[config.mk]
export PLATFORM = sky130hd
export DESIGN_NAME = cbr_chain_slave
export DESIGN_NICKNAME = d
export VERILOG_FILES = /design/src/shared/cbr_pkg.sv /design/src/rtl/cbr_chain_slave.sv /design/src/rtl/cbr_pin_sync.sv
export SDC_FILE = /design/constraint.sdc
export NUM_CORES = 1
export LEC_CHECK = 0
export BUFFER_PORTS_ARGS = -buffer_cell sky130_fd_sc_hd__buf_2
export CAP_MARGIN = 15
export CORE_MARGIN = 10
export CORE_UTILIZATION = 40
export DETAILED_ROUTE_END_ITERATION = 7
export SETUP_SLACK_MARGIN = 0.4
export SYNTH_ARGS = -nofsm -noshare
export SYNTH_HDL_FRONTEND = slang
export SYNTH_HIERARCHICAL = 1
export SYNTH_SLANG_ARGS = --single-unit
[constraint.sdc]
create_clock -name clk_i -period 5.07 [get_ports clk_i]
set_input_delay 0 -clock clk_i [delete_from_list [all_inputs] [get_ports clk_i]]
set_output_delay 0 -clock clk_i [all_outputs]
set_load 0.005 [all_outputs]
[src/shared/cbr_pkg.sv]
// Behaviour
// RQ1 - chained address equals setup register bits 31..24, same on every module.
// RQ2 - software marks the module nearest the CPU first, the far one last.
// RQ3 - only modules with the chained enable bit set take part.
// RQ4 - participating modules sit in adjacent slots so the token path is unbroken.
// RQ5 - when its data are exhausted a module passes the token down the daisy chain.
// RQ6 - the last module ends the transfer with a bus error after its data.
// RQ7 - header before data, trailer after; both carry the geographical identifier.
// RQ8 - answer the chained address only for block transfer modifiers, not single reads.
// RQ9 - a transfer cut short restarts from the first module on the next access.
// RQ10 - master reads the whole chain in one block or splits it into chains.
// RQ11 - master may request maximum length and use bus error plus byte count.
// RQ12 - access indicator turns on when the header word goes on the bus.
// RQ13 - with the reset jumper closed, backplane system reset causes a key reset.
// RQ14 - boot jumper array reads open as one, bit 0 nearest the P2 connector.
// RQ15 - modifier 0x0B (A32 non-privileged block) selects a chained block read.
// RQ16 - setup: bit0 enable, bit1 last, bit2 first, id from bit 11, address 31..24.
// RQ17 - header id at bit 27, low bits zero; trailer adds the byte count below.
//
// Purpose: shared constants of the chained block readout slave
// Assumes: 100 MHz clock, classic Wishbone register port
// Notes: all offsets are byte addresses of aligned 32-bit words
`default_nettype none

package cbr_pkg;

  // register map
  localparam logic [3:0] REG_SETUP = 4'h0;
  localparam logic [3:0] REG_STATUS = 4'h4;
  localparam logic [3:0] REG_COUNT = 4'h8;
  localparam logic [31:0] SETUP_RESET = 32'h0000_0000;
  localparam logic [31:0] SETUP_MASK = 32'hFF00_F807;

  // setup register fields
  localparam int SET_ENABLE = 0;
  localparam int SET_LAST = 1;
  localparam int SET_FIRST = 2;
  localparam int SET_GEO_LSB = 11;
  localparam int GEO_W = 5;
  localparam int SET_ADDR_LSB = 24;
  localparam int ADDR_W = 8;

  // output word layout
  localparam int WORD_GEO_LSB = 27;
  localparam int BYTE_CNT_W = 27;
  localparam logic [BYTE_CNT_W-1:0] BYTES_PER_WORD = 27'h4;

  // status register fields
  localparam int STAT_STATE_LSB = 0;
  localparam int STAT_TOKEN = 8;
  localparam int STAT_JUMPER = 9;
  localparam int STAT_LED = 10;
  localparam int STAT_BOOT_LSB = 12;

  // block transfer modifiers, A32 non-privileged and supervisory
  localparam logic [5:0] AM_A32_BLT_USER = 6'h0B;
  localparam logic [5:0] AM_A32_BLT_SUPER = 6'h0F;

  localparam int BOOT_W = 4;

  // timing
  localparam longint CLK_HZ = 100_000_000;
  localparam longint LED_HOLD_MS = 50;
  localparam longint LED_HOLD_CYC = (LED_HOLD_MS * CLK_HZ) / 1000;

  typedef enum logic [6:0] {
    ST_IDLE = 7'b000_0001,
    ST_WAIT_TOKEN = 7'b000_0010,
    ST_HEADER = 7'b000_0100,
    ST_DATA = 7'b000_1000,
    ST_PASS = 7'b001_0000,
    ST_BERR = 7'b010_0000,
    ST_DONE = 7'b100_0000
  } cbr_state_e;

endpackage

`default_nettype wire

[src/rtl/cbr_chain_slave.sv]
// Purpose: chained block readout slave with header, data and trailer
// Assumes: data source on clk_i, backplane strobes asynchronous
// Notes: registers over classic Wishbone, one ack per request
//
// The implementer's own choices: the placing of the registers and the Wishbone slave port.
`timescale 1ns/1ps
`default_nettype none

module cbr_chain_slave #(
  parameter int DATA_W = 32,
  parameter longint LED_HOLD_CYC = cbr_pkg::LED_HOLD_CYC
) (
  input wire logic clk_i,
  input wire logic rst_i,
  // wishbone register port
  input wire logic wb_cyc_i,
  input wire logic wb_stb_i,
  input wire logic wb_we_i,
  input wire logic [3:0] wb_adr_i,
  input wire logic [3:0] wb_sel_i,
  input wire logic [31:0] wb_dat_i,
  output logic [31:0] wb_dat_o,
  output logic wb_ack_o,
  // backplane
  input wire logic vme_as_n_i,
  input wire logic vme_ds_n_i,
  input wire logic vme_write_n_i,
  input wire logic [5:0] vme_am_i,
  input wire logic [7:0] vme_addr_hi_i,
  input wire logic vme_token_in_n_i,
  output logic vme_token_out_n_o,
  output logic [31:0] vme_data_o,
  output logic vme_data_oe_o,
  output logic vme_dtack_n_o,
  output logic vme_dtack_oe_o,
  output logic vme_berr_n_o,
  output logic vme_berr_oe_o,
  input wire logic sysreset_n_i,
  // jumpers
  input wire logic sysreset_behaviour_jumper_i,
  input wire logic [cbr_pkg::BOOT_W-1:0] boot_select_jumpers_i,
  output logic [cbr_pkg::BOOT_W-1:0] boot_select_o,
  // event data source
  input wire logic [DATA_W-1:0] data_i,
  input wire logic data_valid_i,
  output logic data_ready_o,
  output logic access_led_o
);

  // twenty backplane and jumper bits plus the boot array
  localparam int SW = 20 + cbr_pkg::BOOT_W;

  ////////////////////////////////////////////////////////////////////////
  // pin synchronisation

  logic [SW-1:0] pins;
  logic [SW-1:0] pins_s;
  logic as_n;
  logic ds_n;
  logic write_n;
  logic [5:0] am;
  logic [7:0] addr_hi;
  logic token_in_n;
  logic sysreset_n;
  logic jumper_open;
  logic [cbr_pkg::BOOT_W-1:0] boot_s;

  assign pins = {boot_select_jumpers_i, sysreset_behaviour_jumper_i,
                 sysreset_n_i, vme_token_in_n_i, vme_addr_hi_i, vme_am_i,
                 vme_write_n_i, vme_ds_n_i, vme_as_n_i};
  assign {boot_s, jumper_open, sysreset_n, token_in_n, addr_hi, am,
          write_n, ds_n, as_n} = pins_s;

  cbr_pin_sync #(
    .W(SW),
    .INIT({SW{1'b1}})
  ) u_sync (
    .clk_i(clk_i),
    .rst_i(rst_i),
    .pin_i(pins),
    .sync_o(pins_s)
  );

  // closed jumper pulls its pin low; key reset on system reset then
  logic key_rst;
  assign key_rst = rst_i || (!jumper_open && !sysreset_n); // RQ13

  ////////////////////////////////////////////////////////////////////////
  // registers

  logic [31:0] setup_r;
  logic [cbr_pkg::BYTE_CNT_W-1:0] byte_cnt_r;
  logic [cbr_pkg::BOOT_W-1:0] boot_r;
  cbr_pkg::cbr_state_e state_r;
  logic led_r;
  logic ack_r;
  logic [31:0] rd_dat_r;

  logic enable;
  logic is_last;
  logic is_first;
  logic [cbr_pkg::GEO_W-1:0] geo;
  logic [cbr_pkg::ADDR_W-1:0] chain_addr;

  assign enable = setup_r[cbr_pkg::SET_ENABLE];
  assign is_last = setup_r[cbr_pkg::SET_LAST];
  assign is_first = setup_r[cbr_pkg::SET_FIRST];
  assign geo = setup_r[cbr_pkg::SET_GEO_LSB +: cbr_pkg::GEO_W];
  assign chain_addr = setup_r[cbr_pkg::SET_ADDR_LSB +: cbr_pkg::ADDR_W];

  function automatic logic [31:0] merge_bytes(input logic [31:0] old,
                                              input logic [31:0] nw,
                                              input logic [3:0] sel);
    logic [31:0] res;
    res = old;
    for (int b = 0; b < 4; b++) begin
      if (sel[b]) begin
        res[8*b +: 8] = nw[8*b +: 8];
      end
    end
    return res;
  endfunction

  logic wb_req;
  assign wb_req = wb_cyc_i && wb_stb_i && !ack_r;

  always_ff @(posedge clk_i) begin
    if (rst_i) begin
      ack_r <= 1'b0;
    end else begin
      ack_r <= wb_req;
    end
  end
  assign wb_ack_o = ack_r;
  assign wb_dat_o = rd_dat_r;

  always_ff @(posedge clk_i) begin
    if (key_rst) begin
      setup_r <= cbr_pkg::SETUP_RESET;
    end else if (wb_req && wb_we_i && wb_adr_i == cbr_pkg::REG_SETUP) begin
      setup_r <= merge_bytes(setup_r, wb_dat_i, wb_sel_i) &
                 cbr_pkg::SETUP_MASK; // RQ16
    end
  end

  always_ff @(posedge clk_i) begin
    if (rst_i) begin
      rd_dat_r <= 32'h0000_0000;
    end else if (wb_req && !wb_we_i) begin
      rd_dat_r <= 32'h0000_0000;
      case (wb_adr_i)
        cbr_pkg::REG_SETUP: begin
          rd_dat_r <= setup_r;
        end
        cbr_pkg::REG_STATUS: begin
          rd_dat_r[cbr_pkg::STAT_STATE_LSB +: 7] <= state_r;
          rd_dat_r[cbr_pkg::STAT_TOKEN] <= !token_in_n;
          rd_dat_r[cbr_pkg::STAT_JUMPER] <= !jumper_open;
          rd_dat_r[cbr_pkg::STAT_LED] <= led_r;
          rd_dat_r[cbr_pkg::STAT_BOOT_LSB +: cbr_pkg::BOOT_W] <= boot_r;
        end
        cbr_pkg::REG_COUNT: begin
          rd_dat_r[cbr_pkg::BYTE_CNT_W-1:0] <= byte_cnt_r;
        end
        default: begin
          rd_dat_r <= 32'h0000_0000;
        end
      endcase
    end
  end

  // boot array: open reads one, bit 0 sits nearest the P2 connector
  always_ff @(posedge clk_i) begin
    if (rst_i) begin
      boot_r <= '1;
    end else begin
      boot_r <= boot_s; // RQ14
    end
  end
  assign boot_select_o = boot_r;

  ////////////////////////////////////////////////////////////////////////
  // chained readout engine

  logic selected;
  logic [1:0] stage_r;
  logic beat;
  logic word_state;
  logic take_data;

  // only A32 block modifiers; single cycle reads are never answered
  assign selected = !as_n && write_n && enable && // RQ3
                    addr_hi == chain_addr && // RQ1
                    (am == cbr_pkg::AM_A32_BLT_USER ||
                     am == cbr_pkg::AM_A32_BLT_SUPER); // RQ8 RQ15

  assign word_state = state_r == cbr_pkg::ST_HEADER ||
                      state_r == cbr_pkg::ST_DATA;
  assign beat = word_state && !ds_n && stage_r == 2'd0;
  assign take_data = beat && state_r == cbr_pkg::ST_DATA && data_valid_i;
  assign data_ready_o = take_data;

  function automatic logic [31:0] header_word(
      input logic [cbr_pkg::GEO_W-1:0] g);
    logic [31:0] w;
    w = 32'h0000_0000;
    w[cbr_pkg::WORD_GEO_LSB +: cbr_pkg::GEO_W] = g;
    return w;
  endfunction

  logic [cbr_pkg::BYTE_CNT_W-1:0] trailer_cnt;
  assign trailer_cnt = byte_cnt_r + cbr_pkg::BYTES_PER_WORD;

  always_ff @(posedge clk_i) begin
    if (key_rst) begin
      state_r <= cbr_pkg::ST_IDLE;
    end else if (as_n) begin
      // strobe released: anything unfinished restarts at the first module
      state_r <= cbr_pkg::ST_IDLE; // RQ9
    end else begin
      case (state_r)
        cbr_pkg::ST_IDLE: begin
          if (selected) begin
            state_r <= cbr_pkg::ST_WAIT_TOKEN;
          end
        end
        cbr_pkg::ST_WAIT_TOKEN: begin
          if (is_first || !token_in_n) begin
            state_r <= cbr_pkg::ST_HEADER;
          end
        end
        cbr_pkg::ST_HEADER: begin
          if (beat) begin
            state_r <= cbr_pkg::ST_DATA;
          end
        end
        cbr_pkg::ST_DATA: begin
          if (beat && !data_valid_i) begin
            state_r <= cbr_pkg::ST_DONE;
          end
        end
        cbr_pkg::ST_DONE: begin
          // wait for the trailer beat to finish before handing over
          if (stage_r == 2'd0) begin
            state_r <= is_last ? cbr_pkg::ST_BERR : cbr_pkg::ST_PASS;
          end
        end
        cbr_pkg::ST_PASS: begin
          state_r <= cbr_pkg::ST_PASS;
        end
        cbr_pkg::ST_BERR: begin
          state_r <= cbr_pkg::ST_BERR;
        end
        default: begin
          state_r <= cbr_pkg::ST_IDLE;
        end
      endcase
    end
  end

  // beat stages: 0 waiting, 1 data driven, 2 acknowledge until strobe rises
  always_ff @(posedge clk_i) begin
    if (key_rst || as_n) begin
      stage_r <= 2'd0;
    end else begin
      case (stage_r)
        2'd0: begin
          if (beat) begin
            stage_r <= 2'd1;
          end
        end
        2'd1: begin
          stage_r <= 2'd2;
        end
        2'd2: begin
          if (ds_n) begin
            stage_r <= 2'd0;
          end
        end
        default: begin
          stage_r <= 2'd0;
        end
      endcase
    end
  end

  always_ff @(posedge clk_i) begin
    if (key_rst) begin
      vme_data_o <= 32'h0000_0000;
    end else if (beat) begin
      if (state_r == cbr_pkg::ST_HEADER) begin
        vme_data_o <= header_word(geo); // RQ7 RQ17
      end else if (data_valid_i) begin
        vme_data_o <= data_i;
      end else begin
        vme_data_o <= header_word(geo) |
                      {5'h00, trailer_cnt}; // RQ7 RQ17
      end
    end
  end

  // bytes moved by this module, header and trailer included
  always_ff @(posedge clk_i) begin
    if (key_rst) begin
      byte_cnt_r <= '0;
    end else if (state_r == cbr_pkg::ST_WAIT_TOKEN) begin
      byte_cnt_r <= '0;
    end else if (beat) begin
      byte_cnt_r <= trailer_cnt;
    end
  end

  assign vme_data_oe_o = stage_r != 2'd0;
  assign vme_dtack_n_o = 1'b0;
  assign vme_dtack_oe_o = stage_r == 2'd2;

  // bus error only while the strobe is down, so each beat sees one edge
  assign vme_berr_n_o = 1'b0;
  assign vme_berr_oe_o = state_r == cbr_pkg::ST_BERR && !ds_n; // RQ6

  // token stays with the next module until the address strobe rises
  always_ff @(posedge clk_i) begin
    if (key_rst) begin
      vme_token_out_n_o <= 1'b1;
    end else begin
      vme_token_out_n_o <= !(state_r == cbr_pkg::ST_PASS && !as_n); // RQ5
    end
  end

  ////////////////////////////////////////////////////////////////////////
  // access indicator, stretched so a short transfer stays visible

  logic [63:0] led_cnt_r;

  always_ff @(posedge clk_i) begin
    if (key_rst) begin
      led_cnt_r <= 64'h0;
      led_r <= 1'b0;
    end else if (beat && state_r == cbr_pkg::ST_HEADER) begin
      led_cnt_r <= 64'(LED_HOLD_CYC); // RQ12
      led_r <= 1'b1; // RQ12
    end else if (led_cnt_r != 64'h0) begin
      led_cnt_r <= led_cnt_r - 64'h1;
      led_r <= led_cnt_r != 64'h1;
    end
  end
  assign access_led_o = led_r;

endmodule

`default_nettype wire

[src/rtl/cbr_pin_sync.sv]
// Purpose: three-stage synchroniser for a group of backplane pins
// Assumes: pins are asynchronous to clk_i
// Notes: a bit changes its output only when stages two and three agree
`timescale 1ns/1ps
`default_nettype none

module cbr_pin_sync #(
  parameter int W = 8,
  parameter logic [W-1:0] INIT = '1
) (
  input wire logic clk_i,
  input wire logic rst_i,
  input wire logic [W-1:0] pin_i,
  output logic [W-1:0] sync_o
);

  logic [W-1:0] s1_r;
  logic [W-1:0] s2_r;
  logic [W-1:0] s3_r;

  always_ff @(posedge clk_i) begin
    if (rst_i) begin
      s1_r <= INIT;
      s2_r <= INIT;
      s3_r <= INIT;
    end else begin
      s1_r <= pin_i;
      s2_r <= s1_r;
      s3_r <= s2_r;
    end
  end

  // the filter looks at stages two and three only, never at the first
  always_ff @(posedge clk_i) begin
    if (rst_i) begin
      sync_o <= INIT;
    end else begin
      for (int i = 0; i < W; i++) begin
        if (s2_r[i] == s3_r[i]) begin
          sync_o[i] <= s3_r[i];
        end
      end
    end
  end

endmodule

`default_nettype wire

==> results of run 1 <==
-- cells in the final DEF, fill, tap and decap left out, types with 5 or more instances in the layout --
cell / instances
o21ai_0: 51
dfxtp_1: 277
dlygate4sd3_1: 100
xor2_1: 51
inv_1: 11
a221oi_1: 8
or3_1: 27
nand2_1: 100
clkbuf_16: 30
nand2b_1: 7
nand3_1: 52
or4_1: 19
buf_2: 157
bufinv_16: 5
nor3_1: 35
a211oi_1: 8
a21oi_1: 105
o211ai_1: 13
a22o_1: 7
nor2_1: 162
or2_2: 62
nand4_1: 9
xnor2_1: 35
o21bai_1: 24
clkbuf_1: 7
or2_1: 19
nor4_1: 25
a22oi_1: 24
clkbuf_8: 6
o31ai_1: 14
and3_1: 14
mux2i_1: 12
buf_4: 16
-- stage by stage --
stage	power, W	cells	area, um2
2_1_floorplan	0.004604	1316	11470
3_3_place_gp	0.005301	1787	12550
3_5_place_dp	0.005322	1787	12550
4_1_cts	0.007707	1942	14610
5_1_grt	0.008162	1944	14620
6_report	0.007688	1944	14620
-- worst paths after layout --
kind	end	slack (ns)	depth (start not counted)
worst max-delay path	led_cnt_r[59]$_SDFFE_PP0P_	1.55	6
worst min-delay path	setup_r[31]$_SDFFE_PP0P_	0.06	4
worst max register to register	led_cnt_r[59]$_SDFFE_PP0P_	1.55	6
worst min register to register	u_sync/s2_r[19]$_SDFF_PP1_	0.40	1
-- power by group through the flow --
stage                     combinational (W)  clock (W)  sequential (W)
after floorplan                     0.00203          0         0.00257
after global placement              0.00268          0         0.00262
after detailed placement            0.00270          0         0.00263
after CTS                           0.00276    0.00237         0.00258
after global routing                0.00309    0.00245         0.00262
final                               0.00279    0.00231         0.00258
-- routing by layer --
metal,wire length [um],GRT usage,vias up
met5,9,0,-
met4,555,0.04121,2
met3,1937,0.03528,41
met2,14070,0.2655,258
met1,15480,0.2364,4716
li1,-,-,5080
-- cell type report --
type,instances,area [um2],area share
multi-input combinational,949,5589,0.3822
clock buffer,43,859.6,0.05878
timing repair buffer,273,1907,0.1304
tap,378,473.0,0.03234
clock inverter,12,206.4,0.01412
sequential,277,5545,0.3792
inverter,11,41.29,0.002823
antenna,1,2.502,0.0001711
-- registers in the layout, indices dropped and copies added, names as in the netlist --
name,cells
access_led_o,1
stage_r,2
led_cnt_r,64
boot_select_o,4
u_sync/s3_r,23
vme_token_out_n_o,1
u_sync/s1_r,23
byte_cnt_r,25
setup_r,16
wb_ack_o,1
wb_dat_o,32
vme_data_o,32
state_r,7
u_sync/sync_o,23
u_sync/s2_r,23
-- critical path: stages (launching register included) --
cell and delay, ns:
dfxtp_1 0.36, or4_4 0.60, nor4_1 0.70, nand3_1 0.72, o21ai_1 0.70, or4_1 0.21
a21oi_1 0.06
-- timing repair --
| action | in CTS | in global routing |
|---|---|---|
| hold endpoints to repair | 102 | 0 |
| hold buffers | 100 | 0 |
| resized for setup | 0 | 0 |
==> flow_metrics.py, run 1 <==
metrics = {
    "floorplan": {
        "die_h_um": 189.3,
        "core_area_mm2": 0.02801,
        "start_util": 0.4093,
        "die_w_um": 189.3,
        "die-area_mm2": 0.03583,
        "rows": 61,
        "ios": 179,
    },
    "clock_network": {
        "cts_setup_buffers": 0,
        "cts_max_level": 1,
        "cts-root-buf": "clkbuf_16",
        "cts_max_path_buffers": 3,
        "clock_latency_ns": 0.55,
        "clkSinkCount": 277,
        "cts_buffers": 30,
        "clkSlewWorstSetupHoldPaths_ns": 0.06,
        "tritoncts": "yes",
    },
    "setup_path": {
        "cp_max_fo": 18,
        "crit_type": "flop to flop",
        "r2r_start": "led_cnt_r[19]$_SDFFE_PP0P_",
        "startpoint_type": "flop",
        "arrival_ns": 3.90,
        "cp.required_ns": 5.45,
        "endpoint_kind": "flop",
        "startpoint": "led_cnt_r[19]$_SDFFE_PP0P_",
    },
    "sta": {
        "setup_viol": 0,
        "fin_ws_ns": 1.550,
        "finalHoldViolCount": 0,
        "skew_ns": 0.01553,
        "rsz0062_at_grt": "false",
        "tightest_slew_ns": 1.052,
        "fin_setup_tns_ns": 0,
        "post-route-period-util": 0.6943,
        "slew_headroom": 0.2974,
        "timing.fmax_ghz": 0.2841,
        "slew_violations": 0,
        "hold_ws_ns": 0.05960,
        "fin_crit_ns": 3.520,
    },
    "pwr": {
        "p_leak_nw": 5.741,
        "p_seq_frac": 0.336,
        "power_density_mw_per_mm2": 525.7,
        "switching_share": 0.3772,
        "pwr-share-clk": 0.301,
        "internal_power_w": 0.004788,
        "pwr-share-comb": 0.363,
        "p_switching_w": 0.002900,
        "ir_drop_uv": 859.2,
    },
    "global_route": {
        "grt_pass1_wl_mm": 51.44,
        "antenna_found_initial": 2,
        "gr-total-overflow": 0,
        "grt_usage": 0.1708,
        "grt_max_degree": 79,
        "grt_pass1_vias": 9666,
    },
    "place": {
        "pre_cts_ws_ns": 1.606,
        "hpwl_mm": 21.47,
        "numPortBuffers": 158,
        "gp_congestion": 0.8210,
    },
    "final_layout": {
        "n_fill_cell": 2581,
        "utilization": 0.5221,
        "nNetsFinal": 1647,
        "drive_above_1_share": 0.1930,
        "area_delta_synth_final_pct": 27.56,
    },
    "detailed_routing": {
        "routed_wl_mm": 32.06,
        "viasPerCell": 5.194,
        "ant_nets": 0,
        "route.detailed.drc": 0,
        "vias": 10100,
        "drt-initial-drc-count": 724,
        "drt-wirelength-per-cell_um": 16.49,
        "dr.pass1.iters": 5,
    },
    "yosys": {
        "yosysWarnings": 6,
        "synth_area_mm2": 0.01146,
        "netlist_instances": 1315,
        "syn_avg_cell_area_um2": 8.718,
    },
    "min_path": {
        "hold_start": "wb_sel_i[3]",
        "hp-class": "input pin to flop",
    },
    "outcome": {
        "status": "complete, no violations",
    },
    "job": {
        "drv_cap": 0,
    },
}
Power figures use the tool's default switching activity.
==> run 2, diff against run 1 <==
Clock period 5.07 ns to 3.4 ns, I/O delays scaled along.
==> run 2 against run 1 <==
Global-route usage is 0.20 points higher. Sequential share of layout area down 0.42 points. Clock skew is 0.0093 ns higher. Clock-buffer cell count decreased by 6. Die area unchanged. Non-clock buffer count grew 23. Worst setup slack lost 1.1 ns. Sequential power grew 50%. Core utilization grew 0.58 points. Power increased by 54%. Largest cell class unchanged.
==> flow_metrics.py, run 2 (synthesis gave the netlist of run 1 again) <==
metrics = {
    "global_route": {
        "gr-total-overflow": 0,
        "grt_pass1_vias": 9706,
        "grt_usage": 0.1728,
        "grt_pass1_wl_mm": 52.00,
        "antenna_found_initial": 2,
        "grt_max_degree": 74,
    },
    "final_layout": {
        "top_register": "led_cnt_r",
        "nNetsFinal": 1670,
        "final_common_cell": "dfxtp_1",
        "n_fill_cell": 2568,
        "largest_reg_flops": 64,
        "multiInputGateArea_mm2": 0.005595,
        "layout_common_cells": "dfxtp_1, nor2_1, buf_2",
        "drive_above_1_share": 0.2058,
        "seq_area_mm2": 0.005545,
        "area_delta_synth_final_pct": 28.98,
    },
    "floorplan": {
        "die-area_mm2": 0.03583,
        "die_h_um": 189.3,
        "ios": 179,
        "core_area_mm2": 0.02801,
        "rows": 61,
        "die_w_um": 189.3,
        "start_util": 0.4093,
    },
    "sta": {
        "fin_setup_tns_ns": 0,
        "rsz0062_at_grt": "false",
        "setup_viol": 0,
        "finalHoldViolCount": 0,
        "slew_violations": 0,
        "post-route-period-util": 0.8608,
        "fin_ws_ns": 0.4733,
        "tightest_slew_ns": 0.9228,
        "slew_headroom": 0.3833,
        "timing.fmax_ghz": 0.3417,
        "skew_ns": 0.02484,
        "hold_ws_ns": 0.03427,
        "fin_crit_ns": 2.927,
    },
    "pwr": {
        "power_density_mw_per_mm2": 801.6,
        "p_leak_nw": 5.832,
        "ir_drop_uv": 1424,
    },
    "setup_path": {
        "startpoint_type": "flop",
        "cp_max_fo": 5,
        "arrival_ns": 3.41,
        "endpoint_kind": "flop",
        "crit_type": "flop to flop",
        "cp.required_ns": 3.88,
    },
    "min_path": {
        "hp-class": "input pin to flop",
    },
    "detailed_routing": {
        "routed_wl_mm": 32.03,
        "vias": 10240,
        "ant_nets": 0,
        "dr.pass1.iters": 5,
        "viasPerCell": 5.202,
        "drt-initial-drc-count": 780,
        "drt-wirelength-per-cell_um": 16.28,
        "route.detailed.drc": 0,
    },
    "clock_network": {
        "cts_buffers": 30,
        "cts_max_level": 1,
        "cts_max_path_buffers": 3,
        "clkSinkCount": 277,
        "clkSlewWorstSetupHoldPaths_ns": 0.06,
        "tritoncts": "yes",
        "clock_latency_ns": 0.56,
        "cts-root-buf": "clkbuf_16",
    },
    "place": {
        "hpwl_mm": 22.03,
        "numPortBuffers": 158,
        "pre_cts_ws_ns": 0.3261,
        "gp_congestion": 0.8255,
    },
    "job": {
        "drv_cap": 0,
    },
    "outcome": {
        "status": "complete, no violations",
    },
}
==> run 2: changes by cell type in the layout (fill, tap and decap cells not counted), moves of 3 or more <==
cell	previous run	this run
clkinvlp_4	1	4
buf_4	16	39
clkinv_2	3	6
clkbuf_8	6	0
==> run 2: cell type report <==
cell class / count / area share
Multi-Input combinational cell: 949 / 0.3784
Sequential cell: 277 / 0.3750
Timing Repair Buffer: 296 / 0.1418
Clock buffer: 37 / 0.05255
Tap cell: 378 / 0.03199
Clock inverter: 19 / 0.01726
Inverter: 11 / 0.002792
Antenna cell: 1 / 0.0001692
==> run 2: repair_timing <==
item                                   CTS  global route
pin swaps                                3             1
endpoints found under the hold margin  102             0
setup endpoints to repair                1             2
hold buffers                            99             0
setup buffers                            2             0
cloned                                   0             0
resized for setup                        1             1
==> run 2: worst max-delay path, cell delays in order (launching register included) <==
cell      delay [ns]
dfxtp_1         0.35
or4_4           0.54
or4_4           0.53
or4_4           0.55
a2111o_1        0.34
or4_1           0.41
a21oi_1         0.15
==> run 2: final timing paths <==
check        cells after the start                         end                  startpoint  slack (ns)
min                              4    setup_r[29]$_SDFFE_PP0P_                 wb_sel_i[3]        0.03
min reg2reg                      1  u_sync/s2_r[20]$_SDFF_PP1_  u_sync/s1_r[20]$_SDFF_PP1_        0.40
max reg2reg                      6  led_cnt_r[53]$_SDFFE_PP0P_  led_cnt_r[20]$_SDFFE_PP0P_        0.47
max                              6  led_cnt_r[53]$_SDFFE_PP0P_  led_cnt_r[20]$_SDFFE_PP0P_        0.47
==> run 2: metrics by stage <==
stage	instance area [um2]	utilization	std cells	power [W]
floorplan	11470	-	1316	0.006865
global placement	12710	0.4537	1809	0.008319
detailed placement	12710	0.4537	1809	0.008379
CTS	14750	0.5266	1966	0.01188
global route	14790	0.5279	1968	0.01263
finish	14790	0.5279	1968	0.01185
==> run 2: metal layers <==
metal / track usage / vias to the layer above / part of all wire
met2: 0.2700 / 286 / 0.44
li1: - / 5125 / -
met3: 0.03510 / 40 / 0.069
met1: 0.2370 / 4785 / 0.47
met5: 0 / - / 0.00062
met4: 0.04579 / 2 / 0.017
==> run 2: power by group <==
group | switching, W | internal [W] | total [W]
clock network | 0.00134 | 0.00202 | 0.00336
registers | 0.000298 | 0.00356 | 0.00386
logic | 0.00281 | 0.00182 | 0.00463
total | 0.00446 | 0.00740 | 0.0119
